$ cat src/csc_pkg.sv
// Constants, types and helpers for the system control pin block
// Function
// - Raise bus lock with address strobe of a locked transaction, drop at its ready.
// - Latch two width straps at reset release; 00/01/10/11 give 8/16/32/64-bit.
// - Synchronous trap with traps off saves both PCs, writes trap type, halts, flags error.
// - Error output stays high, inactive, while reset is applied.
// - Interrupt level all ones is a non-maskable request.
// - Level zero means none; other levels taken only above the processor level.
// - Transfer done pulses when the DMA transfer count reaches zero.
// - Memory-to-bus transfers signal done only after all SDRAM accesses finish.
// - Bus-to-memory transfers may signal done while the last SDRAM write runs.
// - Debug mode is enabled when the enable strap is low at reset release.
// - With debug enabled, an active break input takes a debug trap any cycle.
// - With debug disabled at reset, the break input is ignored entirely.
// - Break and enable both low at reset start execution at the debug vector.
// - Debug state rises with the first debug fetch strobe, falls at a normal fetch.
// - Sleep indication goes low only after sleep entry has fully completed.
// - The wake input is asynchronous and resumes execution during sleep.
// - Clock stop during sleep enters stop mode, halting the PLL and clocks.
package csc_pkg;
	localparam logic [4:0] ADDR_CTRL = 5'h00;
	localparam logic [4:0] ADDR_STATUS = 5'h04;
	localparam logic [4:0] ADDR_TRAP_BASE = 5'h08;
	localparam logic [4:0] ADDR_SAVED_PC = 5'h0c;
	localparam logic [4:0] ADDR_SAVED_NPC = 5'h10;
	// Control register fields
	localparam int CTRL_TRAP_EN_BIT = 0;
	localparam int CTRL_SLEEP_REQ_BIT = 1;
	localparam int CTRL_PIL_LSB = 4;
	localparam logic [31:0] CTRL_RESET = 32'h0000_0000;
	// Trap type sits in bits 11:4 of the trap base register
	localparam int TT_LSB = 4;
	localparam logic [31:0] TRAP_BASE_RESET = 32'h0000_0000;
	localparam logic [3:0] IRQ_NONE = 4'h0;
	localparam logic [3:0] IRQ_NMI = 4'hf;
	localparam logic [31:0] BOOT_VECTOR = 32'h0000_0000;
	localparam logic [31:0] DEBUG_VECTOR = 32'h0000_0ff0;
	typedef enum logic [1:0] {
		CSC_W8 = 2'h0,
		CSC_W16 = 2'h1,
		CSC_W32 = 2'h2,
		CSC_W64 = 2'h3
	} csc_width_type;
	typedef enum logic [1:0] {
		CSC_RUN = 2'h0,
		CSC_ENTER = 2'h1,
		CSC_SLEEP = 2'h3,
		CSC_STOP = 2'h2
	} csc_pwr_type;
	// Decide whether a level is taken against the processor level
	function automatic logic csc_irq_take(input logic [3:0] lvl,
		input logic [3:0] proc_irq_level_field);
		csc_irq_take = (lvl != IRQ_NONE) && (lvl != IRQ_NMI) && (lvl > proc_irq_level_field);
	endfunction : csc_irq_take
endpackage : csc_pkg

$ cat src/csc_top.sv
// System control pin logic with Avalon-MM register access
//
// The address map and the Avalon-MM register port were chosen for this implementation.
`timescale 1ns/100ps
module csc_top (
	input wire logic mclk,
	input wire logic nrst,
	input wire logic [4:0] avs_address,
	input wire logic avs_read,
	input wire logic avs_write,
	input wire logic [31:0] avs_writedata,
	output logic [31:0] avs_readdata,
	output logic avs_waitrequest,
	input wire logic addr_strobe,
	input wire logic core_lock_req,
	input wire logic core_lock_last,
	input wire logic cycle_ready_in,
	output logic bus_lock_out,
	input wire logic boot_width_strap_a,
	input wire logic boot_width_strap_b,
	output logic [1:0] cs0_width_out,
	input wire logic sync_trap_in,
	input wire logic [7:0] trap_type_in,
	input wire logic [31:0] core_pc_in,
	input wire logic [31:0] core_npc_in,
	output logic halted_error_n_out,
	input wire logic [3:0] irq_level_in,
	output logic nmi_req_out,
	output logic irq_req_out,
	output logic [3:0] irq_taken_level_out,
	input wire logic dma_count_zero_in,
	input wire logic dma_to_sdram_in,
	input wire logic sdram_busy_in,
	output logic transfer_done_n_out,
	input wire logic debug_enable_strap_n,
	input wire logic debug_break_n_in,
	input wire logic core_debug_fetch,
	output logic debug_trap_out,
	output logic [31:0] start_vector_out,
	output logic debug_state_out,
	input wire logic core_sleep_done_in,
	input wire logic wake_n_in,
	input wire logic clock_stop_n_in,
	output logic sleep_entered_n_out,
	output logic resume_out,
	output logic pll_stop_out
);
	logic [31:0] ctrl_reg;
	logic [31:0] trap_base_reg;
	logic [31:0] saved_pc_reg;
	logic [31:0] saved_npc_reg;
	logic error_reg;
	logic dma_pend_reg;
	csc_pkg::csc_pwr_type pwr_reg;
	csc_pkg::csc_pwr_type pwr_next;
	logic [1:0] strap_width;
	logic strap_debug_en;
	logic strap_debug_boot;
	logic strap_valid;
	logic wake_sync_n;

	csc_strap u_strap (
		.mclk(mclk),
		.nrst(nrst),
		.boot_width_strap_a(boot_width_strap_a),
		.boot_width_strap_b(boot_width_strap_b),
		.debug_enable_strap_n(debug_enable_strap_n),
		.debug_break_n_in(debug_break_n_in),
		.width_out(strap_width),
		.debug_en_out(strap_debug_en),
		.debug_boot_out(strap_debug_boot),
		.valid_out(strap_valid)
	);

	csc_sync2 u_wake_sync (
		.mclk(mclk),
		.nrst(nrst),
		.async_in(wake_n_in),
		.sync_out(wake_sync_n)
	);

	// Bus decode; an access completes at the edge where waitrequest is low
	wire bus_req = avs_read || avs_write;
	wire bus_done = bus_req && !avs_waitrequest;
	wire wr_ctrl = avs_write && bus_done && (avs_address == csc_pkg::ADDR_CTRL);
	wire wr_tbr = avs_write && bus_done &&
		(avs_address == csc_pkg::ADDR_TRAP_BASE);
	wire trap_en = ctrl_reg[csc_pkg::CTRL_TRAP_EN_BIT];
	wire sleep_req = ctrl_reg[csc_pkg::CTRL_SLEEP_REQ_BIT];
	wire [3:0] proc_irq_level_field = ctrl_reg[csc_pkg::CTRL_PIL_LSB +: 4];
	wire error_hit = sync_trap_in && !trap_en && !error_reg;
	wire [31:0] status_word = {24'h0, strap_width, pwr_reg, 1'b0,
		debug_state_out, strap_debug_en, error_reg};
	wire [31:0] rd_mux =
		(avs_address == csc_pkg::ADDR_CTRL) ? ctrl_reg :
		(avs_address == csc_pkg::ADDR_STATUS) ? status_word :
		(avs_address == csc_pkg::ADDR_TRAP_BASE) ? trap_base_reg :
		(avs_address == csc_pkg::ADDR_SAVED_PC) ? saved_pc_reg :
		(avs_address == csc_pkg::ADDR_SAVED_NPC) ? saved_npc_reg : 32'h0;
	wire wake_now = !wake_sync_n;
	wire asleep = (pwr_reg == csc_pkg::CSC_SLEEP) ||
		(pwr_reg == csc_pkg::CSC_STOP);
	wire resume_hit = asleep && wake_now;
	// Hardware clears the sleep request on wake; a software write wins
	wire [31:0] ctrl_next_wr = avs_writedata;
	wire [31:0] ctrl_hw = resume_hit ?
		(ctrl_reg & ~(32'h1 << csc_pkg::CTRL_SLEEP_REQ_BIT)) : ctrl_reg;
	wire dma_fire = (dma_pend_reg || dma_count_zero_in) &&
		(dma_to_sdram_in || !sdram_busy_in);

	// Wait one cycle per access, then release for exactly one edge
	always_ff @(posedge mclk or negedge nrst) begin
		if (!nrst) begin
			avs_waitrequest <= 1'b1;
			avs_readdata <= 32'h0;
		end else begin
			avs_waitrequest <= !(bus_req && avs_waitrequest);
			avs_readdata <= (avs_read && avs_waitrequest) ? rd_mux : 32'h0;
		end
	end

	// Control register
	always_ff @(posedge mclk or negedge nrst) begin
		if (!nrst) begin
			ctrl_reg <= csc_pkg::CTRL_RESET;
		end else begin
			ctrl_reg <= wr_ctrl ? ctrl_next_wr : ctrl_hw;
		end
	end

	// Error capture: trap with traps off saves state and halts until reset
	always_ff @(posedge mclk or negedge nrst) begin
		if (!nrst) begin
			error_reg <= 1'b0;
			trap_base_reg <= csc_pkg::TRAP_BASE_RESET;
			saved_pc_reg <= 32'h0;
			saved_npc_reg <= 32'h0;
			halted_error_n_out <= 1'b1;
		end else begin
			if (error_hit) begin
				error_reg <= 1'b1;
				saved_pc_reg <= core_pc_in;
				saved_npc_reg <= core_npc_in;
				trap_base_reg[csc_pkg::TT_LSB +: 8] <= trap_type_in;
			end else if (wr_tbr) begin
				trap_base_reg <= avs_writedata;
			end
			halted_error_n_out <= !(error_reg || error_hit);
		end
	end

	// Bus lock spans the locked transaction
	always_ff @(posedge mclk or negedge nrst) begin
		if (!nrst) begin
			bus_lock_out <= 1'b0;
		end else if (addr_strobe && core_lock_req) begin
			bus_lock_out <= 1'b1;
		end else if (cycle_ready_in && core_lock_last) begin
			bus_lock_out <= 1'b0;
		end
	end

	// Interrupt level decode, pins taken as synchronous
	always_ff @(posedge mclk or negedge nrst) begin
		if (!nrst) begin
			nmi_req_out <= 1'b0;
			irq_req_out <= 1'b0;
			irq_taken_level_out <= 4'h0;
		end else begin
			nmi_req_out <= irq_level_in == csc_pkg::IRQ_NMI;
			irq_req_out <= csc_pkg::csc_irq_take(irq_level_in, proc_irq_level_field);
			irq_taken_level_out <= irq_level_in;
		end
	end

	// Done waits for SDRAM only when SDRAM is the source
	always_ff @(posedge mclk or negedge nrst) begin
		if (!nrst) begin
			dma_pend_reg <= 1'b0;
			transfer_done_n_out <= 1'b1;
		end else begin
			dma_pend_reg <= (dma_pend_reg || dma_count_zero_in) && !dma_fire;
			transfer_done_n_out <= !dma_fire;
		end
	end

	// Debug outputs
	always_ff @(posedge mclk or negedge nrst) begin
		if (!nrst) begin
			debug_trap_out <= 1'b0;
			debug_state_out <= 1'b0;
			start_vector_out <= csc_pkg::BOOT_VECTOR;
		end else begin
			debug_trap_out <= strap_valid && strap_debug_en &&
				!debug_break_n_in;
			if (addr_strobe) begin
				debug_state_out <= core_debug_fetch;
			end
			start_vector_out <= (strap_valid && strap_debug_boot) ?
				csc_pkg::DEBUG_VECTOR : csc_pkg::BOOT_VECTOR;
		end
	end

	// Power state machine
	always_comb begin
		pwr_next = pwr_reg;
		unique case (pwr_reg)
			csc_pkg::CSC_RUN: begin
				if (sleep_req) begin
					pwr_next = csc_pkg::CSC_ENTER;
				end
			end
			csc_pkg::CSC_ENTER: begin
				if (core_sleep_done_in) begin
					pwr_next = csc_pkg::CSC_SLEEP;
				end
			end
			csc_pkg::CSC_SLEEP: begin
				if (wake_now) begin
					pwr_next = csc_pkg::CSC_RUN;
				end else if (!clock_stop_n_in) begin
					pwr_next = csc_pkg::CSC_STOP;
				end
			end
			csc_pkg::CSC_STOP: begin
				if (wake_now) begin
					pwr_next = csc_pkg::CSC_RUN;
				end
			end
		endcase
	end

	// Power state and its outputs
	always_ff @(posedge mclk or negedge nrst) begin
		if (!nrst) begin
			pwr_reg <= csc_pkg::CSC_RUN;
			sleep_entered_n_out <= 1'b1;
			resume_out <= 1'b0;
			pll_stop_out <= 1'b0;
			cs0_width_out <= 2'h0;
		end else begin
			pwr_reg <= pwr_next;
			sleep_entered_n_out <= !((pwr_next == csc_pkg::CSC_SLEEP) ||
				(pwr_next == csc_pkg::CSC_STOP));
			resume_out <= resume_hit;
			pll_stop_out <= pwr_next == csc_pkg::CSC_STOP;
			cs0_width_out <= strap_width;
		end
	end
endmodule : csc_top

$ cat src/csc_sync2.sv
// Two-flop synchroniser for an asynchronous level
`timescale 1ns/100ps
module csc_sync2 (
	input wire logic mclk,
	input wire logic nrst,
	input wire logic async_in,
	output logic sync_out
);
	logic meta_reg;
	// First stage feeds only the second stage
	always_ff @(posedge mclk or negedge nrst) begin
		if (!nrst) begin
			meta_reg <= 1'b1;
			sync_out <= 1'b1;
		end else begin
			meta_reg <= async_in;
			sync_out <= meta_reg;
		end
	end
endmodule : csc_sync2

$ cat src/csc_strap.sv
// Latches boot straps once at the first edge after reset release
`timescale 1ns/100ps
module csc_strap (
	input wire logic mclk,
	input wire logic nrst,
	input wire logic boot_width_strap_a,
	input wire logic boot_width_strap_b,
	input wire logic debug_enable_strap_n,
	input wire logic debug_break_n_in,
	output logic [1:0] width_out,
	output logic debug_en_out,
	output logic debug_boot_out,
	output logic valid_out
);
	// Capture once, then hold until the next reset
	always_ff @(posedge mclk or negedge nrst) begin
		if (!nrst) begin
			width_out <= 2'h0;
			debug_en_out <= 1'b0;
			debug_boot_out <= 1'b0;
			valid_out <= 1'b0;
		end else if (!valid_out) begin
			width_out <= {boot_width_strap_a, boot_width_strap_b};
			debug_en_out <= !debug_enable_strap_n;
			debug_boot_out <= !debug_enable_strap_n && !debug_break_n_in;
			valid_out <= 1'b1;
		end
	end
endmodule : csc_strap

$ cat config.mk
export PLATFORM = sky130hd
export DESIGN_NAME = csc_top
export DESIGN_NICKNAME = d
export VERILOG_FILES = /design/src/csc_pkg.sv /design/src/csc_top.sv /design/src/csc_sync2.sv /design/src/csc_strap.sv
export SDC_FILE = /design/constraint.sdc
export NUM_CORES = 1
export LEC_CHECK = 0
export BUFFER_PORTS_ARGS = -buffer_cell sky130_fd_sc_hd__buf_2
export CORE_ASPECT_RATIO = 1.75
export CORE_UTILIZATION = 30
export CTS_BUF_LIST = sky130_fd_sc_hd__clkbuf_8
export CTS_CLUSTER_DIAMETER = 40
export CTS_CLUSTER_SIZE = 16
export DETAILED_ROUTE_END_ITERATION = 10
export GPL_TIMING_DRIVEN = 0
export HOLD_SLACK_MARGIN = 0.02
export PLACE_DENSITY = 0.47
export SYNTH_ARGS = -nofsm -noshare
export SYNTH_HDL_FRONTEND = slang
export SYNTH_SLANG_ARGS = --single-unit
$ cat constraint.sdc
create_clock -name mclk -period 3 [get_ports mclk]
set_input_delay 0.3 -clock mclk [delete_from_list [all_inputs] [get_ports mclk]]
set_output_delay 0.3 -clock mclk [all_outputs]
set_load 0.05 [all_outputs]
==> out/qor.csv, run 1 <==
metric,value,unit
syn_area,8010,sq um
synth_cell_type_count,40,
first_pass_grt_wire_length,36700,microns
hold_start,avs_writedata[16],
synthToLayoutAreaGrowth,36.1,%
worst_slew_margin_rel,31.5,%
nets,1089,
antenna_violations_before_repair,1,
via_count_of_the_first_global_routing_pass,6578,
core,26100,sq um
postCtsSetupRepairBufs,0,
final_antenna_violating_net_count,0,
numCtsBuffers,17,
synth_compound_area_share,8.96,%
detailedPlacementHpwl,16300,microns
p_leak,5.32,nW
grt_setup_unrepaired,false,
intPower,0.00417,W
dpl.cell_count,1153,
timing.critical_path.slowest_stage_cell,sky130_fd_sc_hd__buf_1,
final_core_utilization,41.8,%
postSynthCellCount,620,
grt_max_degree,104,
final_common_cell,sky130_fd_sc_hd__buf_2,
firstDrtPassIters,10,
core.rowCount,78,
power_consumption,0.00574,W
worstSetupPathType,reg -> reg,
cts_resized,0,
multi_input_area,2960,sq um
synthXorXnorAreaFrac,0,%
failed_checks,design-rule violations,
instances_no_fill,1285,
drt-vias-per-instance,4.63,
drv_cap,0,
clock_transition_at_the_register_clock_pins_on_the_worst_setup_and_hold_paths_after_cts,0.09,ns
post_route_cells_drive_above_1_share,39.8,%
synth_top_family_by_area,multiplexers,
worstReg2RegEnd,saved_npc_reg[29],
min_delay_worst_endpoint,ctrl_reg[16],
worst-path-buf-inv,2,
ys.warnings.count,0,
path_max_fanout,10,
cell_pwr_density,526,nW/um^2
die_h,218,microns
post_drt_wl_per_cell,18.2,microns
critical_path_sink_type,register,
finalWeightedCongestion,0.741,
ffs_latches_synth,189,
crit_path_cell_trace,"nand2b_1, nor2_1, clkbuf_1, buf_1, mux2_2",
via_count_of_the_routed_design,5944,
min-delay-path-class,in -> reg,
gr-total-overflow,0,
finalWorstSetupSlack,0.534,ns
fp.dieW,126,microns
synthTopCellsByArea,"sky130_fd_sc_hd__dfrtp_1, sky130_fd_sc_hd__mux2_2, sky130_fd_sc_hd__buf_4, sky130_fd_sc_hd__a22oi_1, sky130_fd_sc_hd__o31ai_1",
fin_skew,0.0116,ns
synthesis.area_per_instance,12.9,sq um
dp_worst_setup_slack,0.195,ns
clock_buffer_depth,2,
max_freq,405,MHz
dr.first_iter.drc_count,229,
cts_sinks,189,
post_synthesis_share_of_cell_area_spent_on_and_or_nand_and_nor_gates,8.31,%
finalHoldViolCount,0,
synthDominantAreaCellType,sky130_fd_sc_hd__dfrtp_1,
r2r_cells,5,
combPwrFrac,16.8,%
post_synth_adder_cell_area,0.625,%
seqPwrFrac,52.0,%
cts-htree-levels,4,
power.ir.vdd_worst,0.308,mV
period_needed,2.47,ns
slew_at_the_pin_closest_to_its_max_slew_limit,1.03,ns
cpPeakStageDelay,0.67,ns
mux_cell_area_share_after_synthesis,17.8,%
timing.reg2reg.setup_slack,0.53,ns
seq_area,4740,sq um
crit_required,3.39,ns
post-route-period-util,82.2,%
drc,32,
clock_power_share,31.2,%
cp.arrival,2.85,ns
start_util,30.8,%
routed_wirelength,23300,microns
fillCellCount,2575,
r2r_start,ctrl_reg[0],
cts_root_buffer,sky130_fd_sc_hd__clkbuf_8,
design.portCount,214,
synth_seq_area_share,59.1,%
hold_depth,2,
run_status,"complete, but fails checks",
critical_path.startpoint_type,register,
setup_viol_count_final,0,
cts_tree,yes,
total_die_area,27400,sq um
portBuffers,189,
cpLargestDelayFamily,buffers and inverters,
clk_latency,0.50,ns
net_sw_power,0.00156,W
grt_use_total,18.2,%
layout.cells.most_common_list,"sky130_fd_sc_hd__buf_2, sky130_fd_sc_hd__dfrtp_1, sky130_fd_sc_hd__mux2_2",
timing_max_transition_violations_final,0,
power_switching_share,27.3,%
synth_top_cell_area_share,57.1,%
==> power groups by stage <==
stage	registers [W]	clock network, W	logic, W
4_1_cts	0.00299	0.00188	0.000979
2_1_floorplan	0.00312	0	0.000462
5_1_grt	0.00303	0.00197	0.00105
3_3_place_gp	0.00303	0	0.000854
3_5_place_dp	0.00304	0	0.000872
6_report	0.00298	0.00179	0.000964
==> cell usage after synthesis (all sizes together) <==
cell,instances
a2111oi,1
a21o,6
a21oi,3
a221o,8
a22o,1
a22oi,25
a32o,6
and2,10
and4,2
buf,39
clkbuf,27
conb,2
dfrtp,183
dfstp,6
ha,4
inv,9
mux2,123
mux2i,4
nand2,31
nand2b,28
nand3,1
nand3b,2
nor2,35
nor2b,3
nor3,3
nor3b,1
nor4,3
nor4b,1
o21a,2
o21ai,10
o21bai,1
o2bb2ai,6
o31ai,25
or2,1
or3,8
==> how the worst max path moves through the flow <==
| stage | slack, ns | start | depth (start not counted) | end |
|---|---|---|---|---|
| finish | 0.53 | ctrl_reg[0] | 5 | saved_npc_reg[29] |
| global route | 0.36 | ctrl_reg[0] | 5 | saved_pc_reg[1] |
| CTS | 0.46 | ctrl_reg[0] | 5 | saved_npc_reg[8] |
| detailed placement | 0.19 | avs_address[4] | 7 | trap_base_reg[14] |
| global placement | -1.79 | nrst | 1 | bus_lock_out |
| floorplan | 0.85 | avs_address[4] | 6 | trap_base_reg[31] |
==> layer usage <==
| layer | global-route usage, % | vias up | share of wire, % |
|---|---|---|---|
| met4 | 7.15 | 0 | 2.3 |
| met2 | 34.1 | 149 | 56 |
| li1 | - | 2797 | - |
| met5 | 0 | - | 0 |
| met1 | 19.7 | 2975 | 38 |
| met3 | 3.62 | 23 | 3.6 |
==> logic make-up after synthesis <==
| kind of cell | after synthesis |
|---|---|
| adder cells (fa/ha/maj) | 4 |
| multiplexers | 127 |
| AO/OA/AOI/OAI | 94 |
| other | 2 |
| buffers and inverters | 75 |
| flip-flops | 189 |
| AND/OR/NAND/NOR | 129 |
==> stage by stage <==
step / hold slack, ns / TNS, ns / area [sq um]
floorplan: 0.00441 / 0 / 8100
CTS: 0.0202 / 0 / 10900
detailed placement: 0.352 / 0 / 9480
global route: 0.0217 / 0 / 10900
finish: 0.0600 / 0 / 10900
global placement: 0.347 / -325.37 / 9450
==> final cells by class <==
class                           instances  area share, %
Clock inverter                          7          0.780
Clock buffer                           24           3.03
Inverter                                9          0.310
Buffer                                 66           3.42
Antenna cell                            1         0.0230
Multi-Input combinational cell        379           27.1
Timing Repair Buffer                  290           18.2
Sequential cell                       189           43.4
Tap cell                              320           3.67
==> repair_timing <==
action	in CTS	in global routing
hold endpoints to repair	193	1
endpoints found under the setup margin	0	0
hold buffers	99	1
Power figures use the tool's default switching activity.
==> inputs of run 2 (changes only) <==
Clock period 3 ns to 2.3 ns, I/O delays scaled along.
==> out/qor.csv, run 2 (synthesis results as in run 1) <==
metric,value,unit
run_status,"complete, but fails checks",
failed_checks,design-rule violations,
cts_sinks,189,
cts_tree,yes,
wl_met3,780,microns
numCtsBuffers,17,
final_antenna_violating_net_count,0,
intPower,0.00548,W
worstReg2RegEnd,trap_base_reg[17],
core.rowCount,78,
cts_root_buffer,sky130_fd_sc_hd__clkbuf_8,
start_util,30.8,%
fillCellCount,2558,
r2r_cells,5,
layout.cells.most_common_list,"sky130_fd_sc_hd__buf_2, sky130_fd_sc_hd__dfrtp_1, sky130_fd_sc_hd__dlygate4sd3_1",
period_needed,2.12,ns
met2RoutedLength,13200,microns
grt_setup_unrepaired,false,
routed.top_layer,met4,
net_sw_power,0.00205,W
min-delay-path-class,in -> reg,
post_drt_wl_per_cell,18.0,microns
via_count_of_the_routed_design,6057,
critical_path.startpoint_type,register,
timing.critical_path.to,trap_base_reg[17],
critical_path_sink_type,register,
clock_buffer_depth,2,
worst_slew_margin_rel,31.6,%
multi_input_area,2960,sq um
synthToLayoutAreaGrowth,39.4,%
p_leak,5.47,nW
die_h,218,microns
finalHoldViolCount,0,
first_pass_grt_wire_length,37200,microns
met1_routed_wirelength_after_detailed_routing,9110,microns
grt_max_degree,104,
drv_cap,0,
r2r_start,ctrl_reg[0],
crit_required,2.68,ns
power_switching_share,27.3,%
power_consumption,0.00753,W
postCtsSetupRepairBufs,0,
antenna_violations_before_repair,0,
fp.dieW,126,microns
final_common_cell,sky130_fd_sc_hd__buf_2,
combPwrFrac,17.2,%
clock_transition_at_the_register_clock_pins_on_the_worst_setup_and_hold_paths_after_cts,0.09,ns
nets,1114,
via_count_of_the_first_global_routing_pass,6688,
firstDrtPassIters,8,
tns,0,ns
cell_pwr_density,674,nW/um^2
post_route_cells_drive_above_1_share,40.1,%
seq_area,4740,sq um
portBuffers,189,
core,26100,sq um
gr-total-overflow,0,
total_die_area,27400,sq um
dr.first_iter.drc_count,253,
timing.reg2reg.setup_slack,0.18,ns
post-route-period-util,92.2,%
design.portCount,214,
clk_latency,0.50,ns
post_dp_cell_area,9480,sq um
cts-htree-levels,4,
fin_skew,0.0143,ns
timing_max_transition_violations_final,0,
seqPwrFrac,51.7,%
max_freq,472,MHz
drt-vias-per-instance,4.62,
routed_wirelength,23600,microns
finalWeightedCongestion,0.741,
timing.hold.ws,0.0667,ns
crit_start,ctrl_reg[0],
setup_viol_count_final,0,
clock_power_share,31.1,%
slew_at_the_pin_closest_to_its_max_slew_limit,1.03,ns
detailedPlacementHpwl,16300,microns
finalInstanceArea,11200,sq um
path_max_fanout,10,
grt_use_total,18.4,%
power.ir.vdd_worst,0.400,mV
drc,32,
cp.arrival,2.50,ns
worstSetupPathType,reg -> reg,
## run 2: changes by cell type in the layout (fill, tap and decap cells not counted)
cell                            before  now
sky130_fd_sc_hd__dlygate4sd3_1     100  125
sky130_fd_sc_hd__buf_1               6    1
sky130_fd_sc_hd__nor4_1              3    2
sky130_fd_sc_hd__nor4_2              0    1
sky130_fd_sc_hd__clkbuf_2            0    7
sky130_fd_sc_hd__buf_2             189  194
sky130_fd_sc_hd__clkbuf_1           27   20
## run 2: final cells by class
type | instances | share of cell area (%)
sequential | 189 | 42.4
multi-input combinational | 379 | 26.5
timing repair buffer | 315 | 20.0
tap | 320 | 3.58
buffer | 66 | 3.47
clock buffer | 24 | 2.96
clock inverter | 7 | 0.761
inverter | 9 | 0.302
antenna | 1 | 0.0224
## run 2: per-layer routing
metal | track usage [%] | up-vias
met5 | 0 | -
li1 | - | 2849
met2 | 34.4 | 144
met4 | 7.28 | 0
met1 | 20.1 | 3037
met3 | 3.55 | 27
## run 2: worst max-delay path, cell delays in order, from the launching register on
cell,delay [ns]
sky130_fd_sc_hd__dfrtp_1,0.40
sky130_fd_sc_hd__nand2b_1,0.17
sky130_fd_sc_hd__nor2_1,0.29
sky130_fd_sc_hd__nand3b_1,0.38
sky130_fd_sc_hd__clkbuf_2,0.39
sky130_fd_sc_hd__mux2_2,0.37
## run 2: power groups by stage
stage	sequential (W)	clock, W	combinational [W]
after global routing	0.00395	0.00256	0.00141
after global placement	0.00395	0	0.00111
after floorplan	0.00407	0	0.000602
after CTS	0.00390	0.00245	0.00131
final	0.00389	0.00234	0.00129
after detailed placement	0.00396	0	0.00114
## run 2: worst min-delay path by stage
stage	slack, ns	cells after the start	start	endpoint
floorplan	-0.07	0	nrst	avs_readdata[0]
global placement	0.35	0	u_wake_sync.meta_reg	u_wake_sync.sync_out
detailed placement	0.30	1	nrst	saved_npc_reg[19]
CTS	0.03	3	trap_type_in[5]	trap_base_reg[9]
global route	0.05	3	trap_type_in[2]	trap_base_reg[6]
finish	0.07	3	trap_type_in[2]	trap_base_reg[6]
## run 2: what timing repair did
item                                   CTS  global route
setup endpoints to repair              110            28
hold buffers                           125             0
endpoints found under the hold margin  230             0
resized for setup                       12             2
## run 2: through the flow
stage | util, % | std cells | setup slack [ns]
finish | 42.9 | 1310 | 0.179
global placement | 36.3 | 1152 | -2.42
detailed placement | 36.4 | 1153 | -0.435
floorplan | - | 643 | 0.219
CTS | 42.9 | 1309 | 0.0533
global route | 42.9 | 1309 | 0.000124
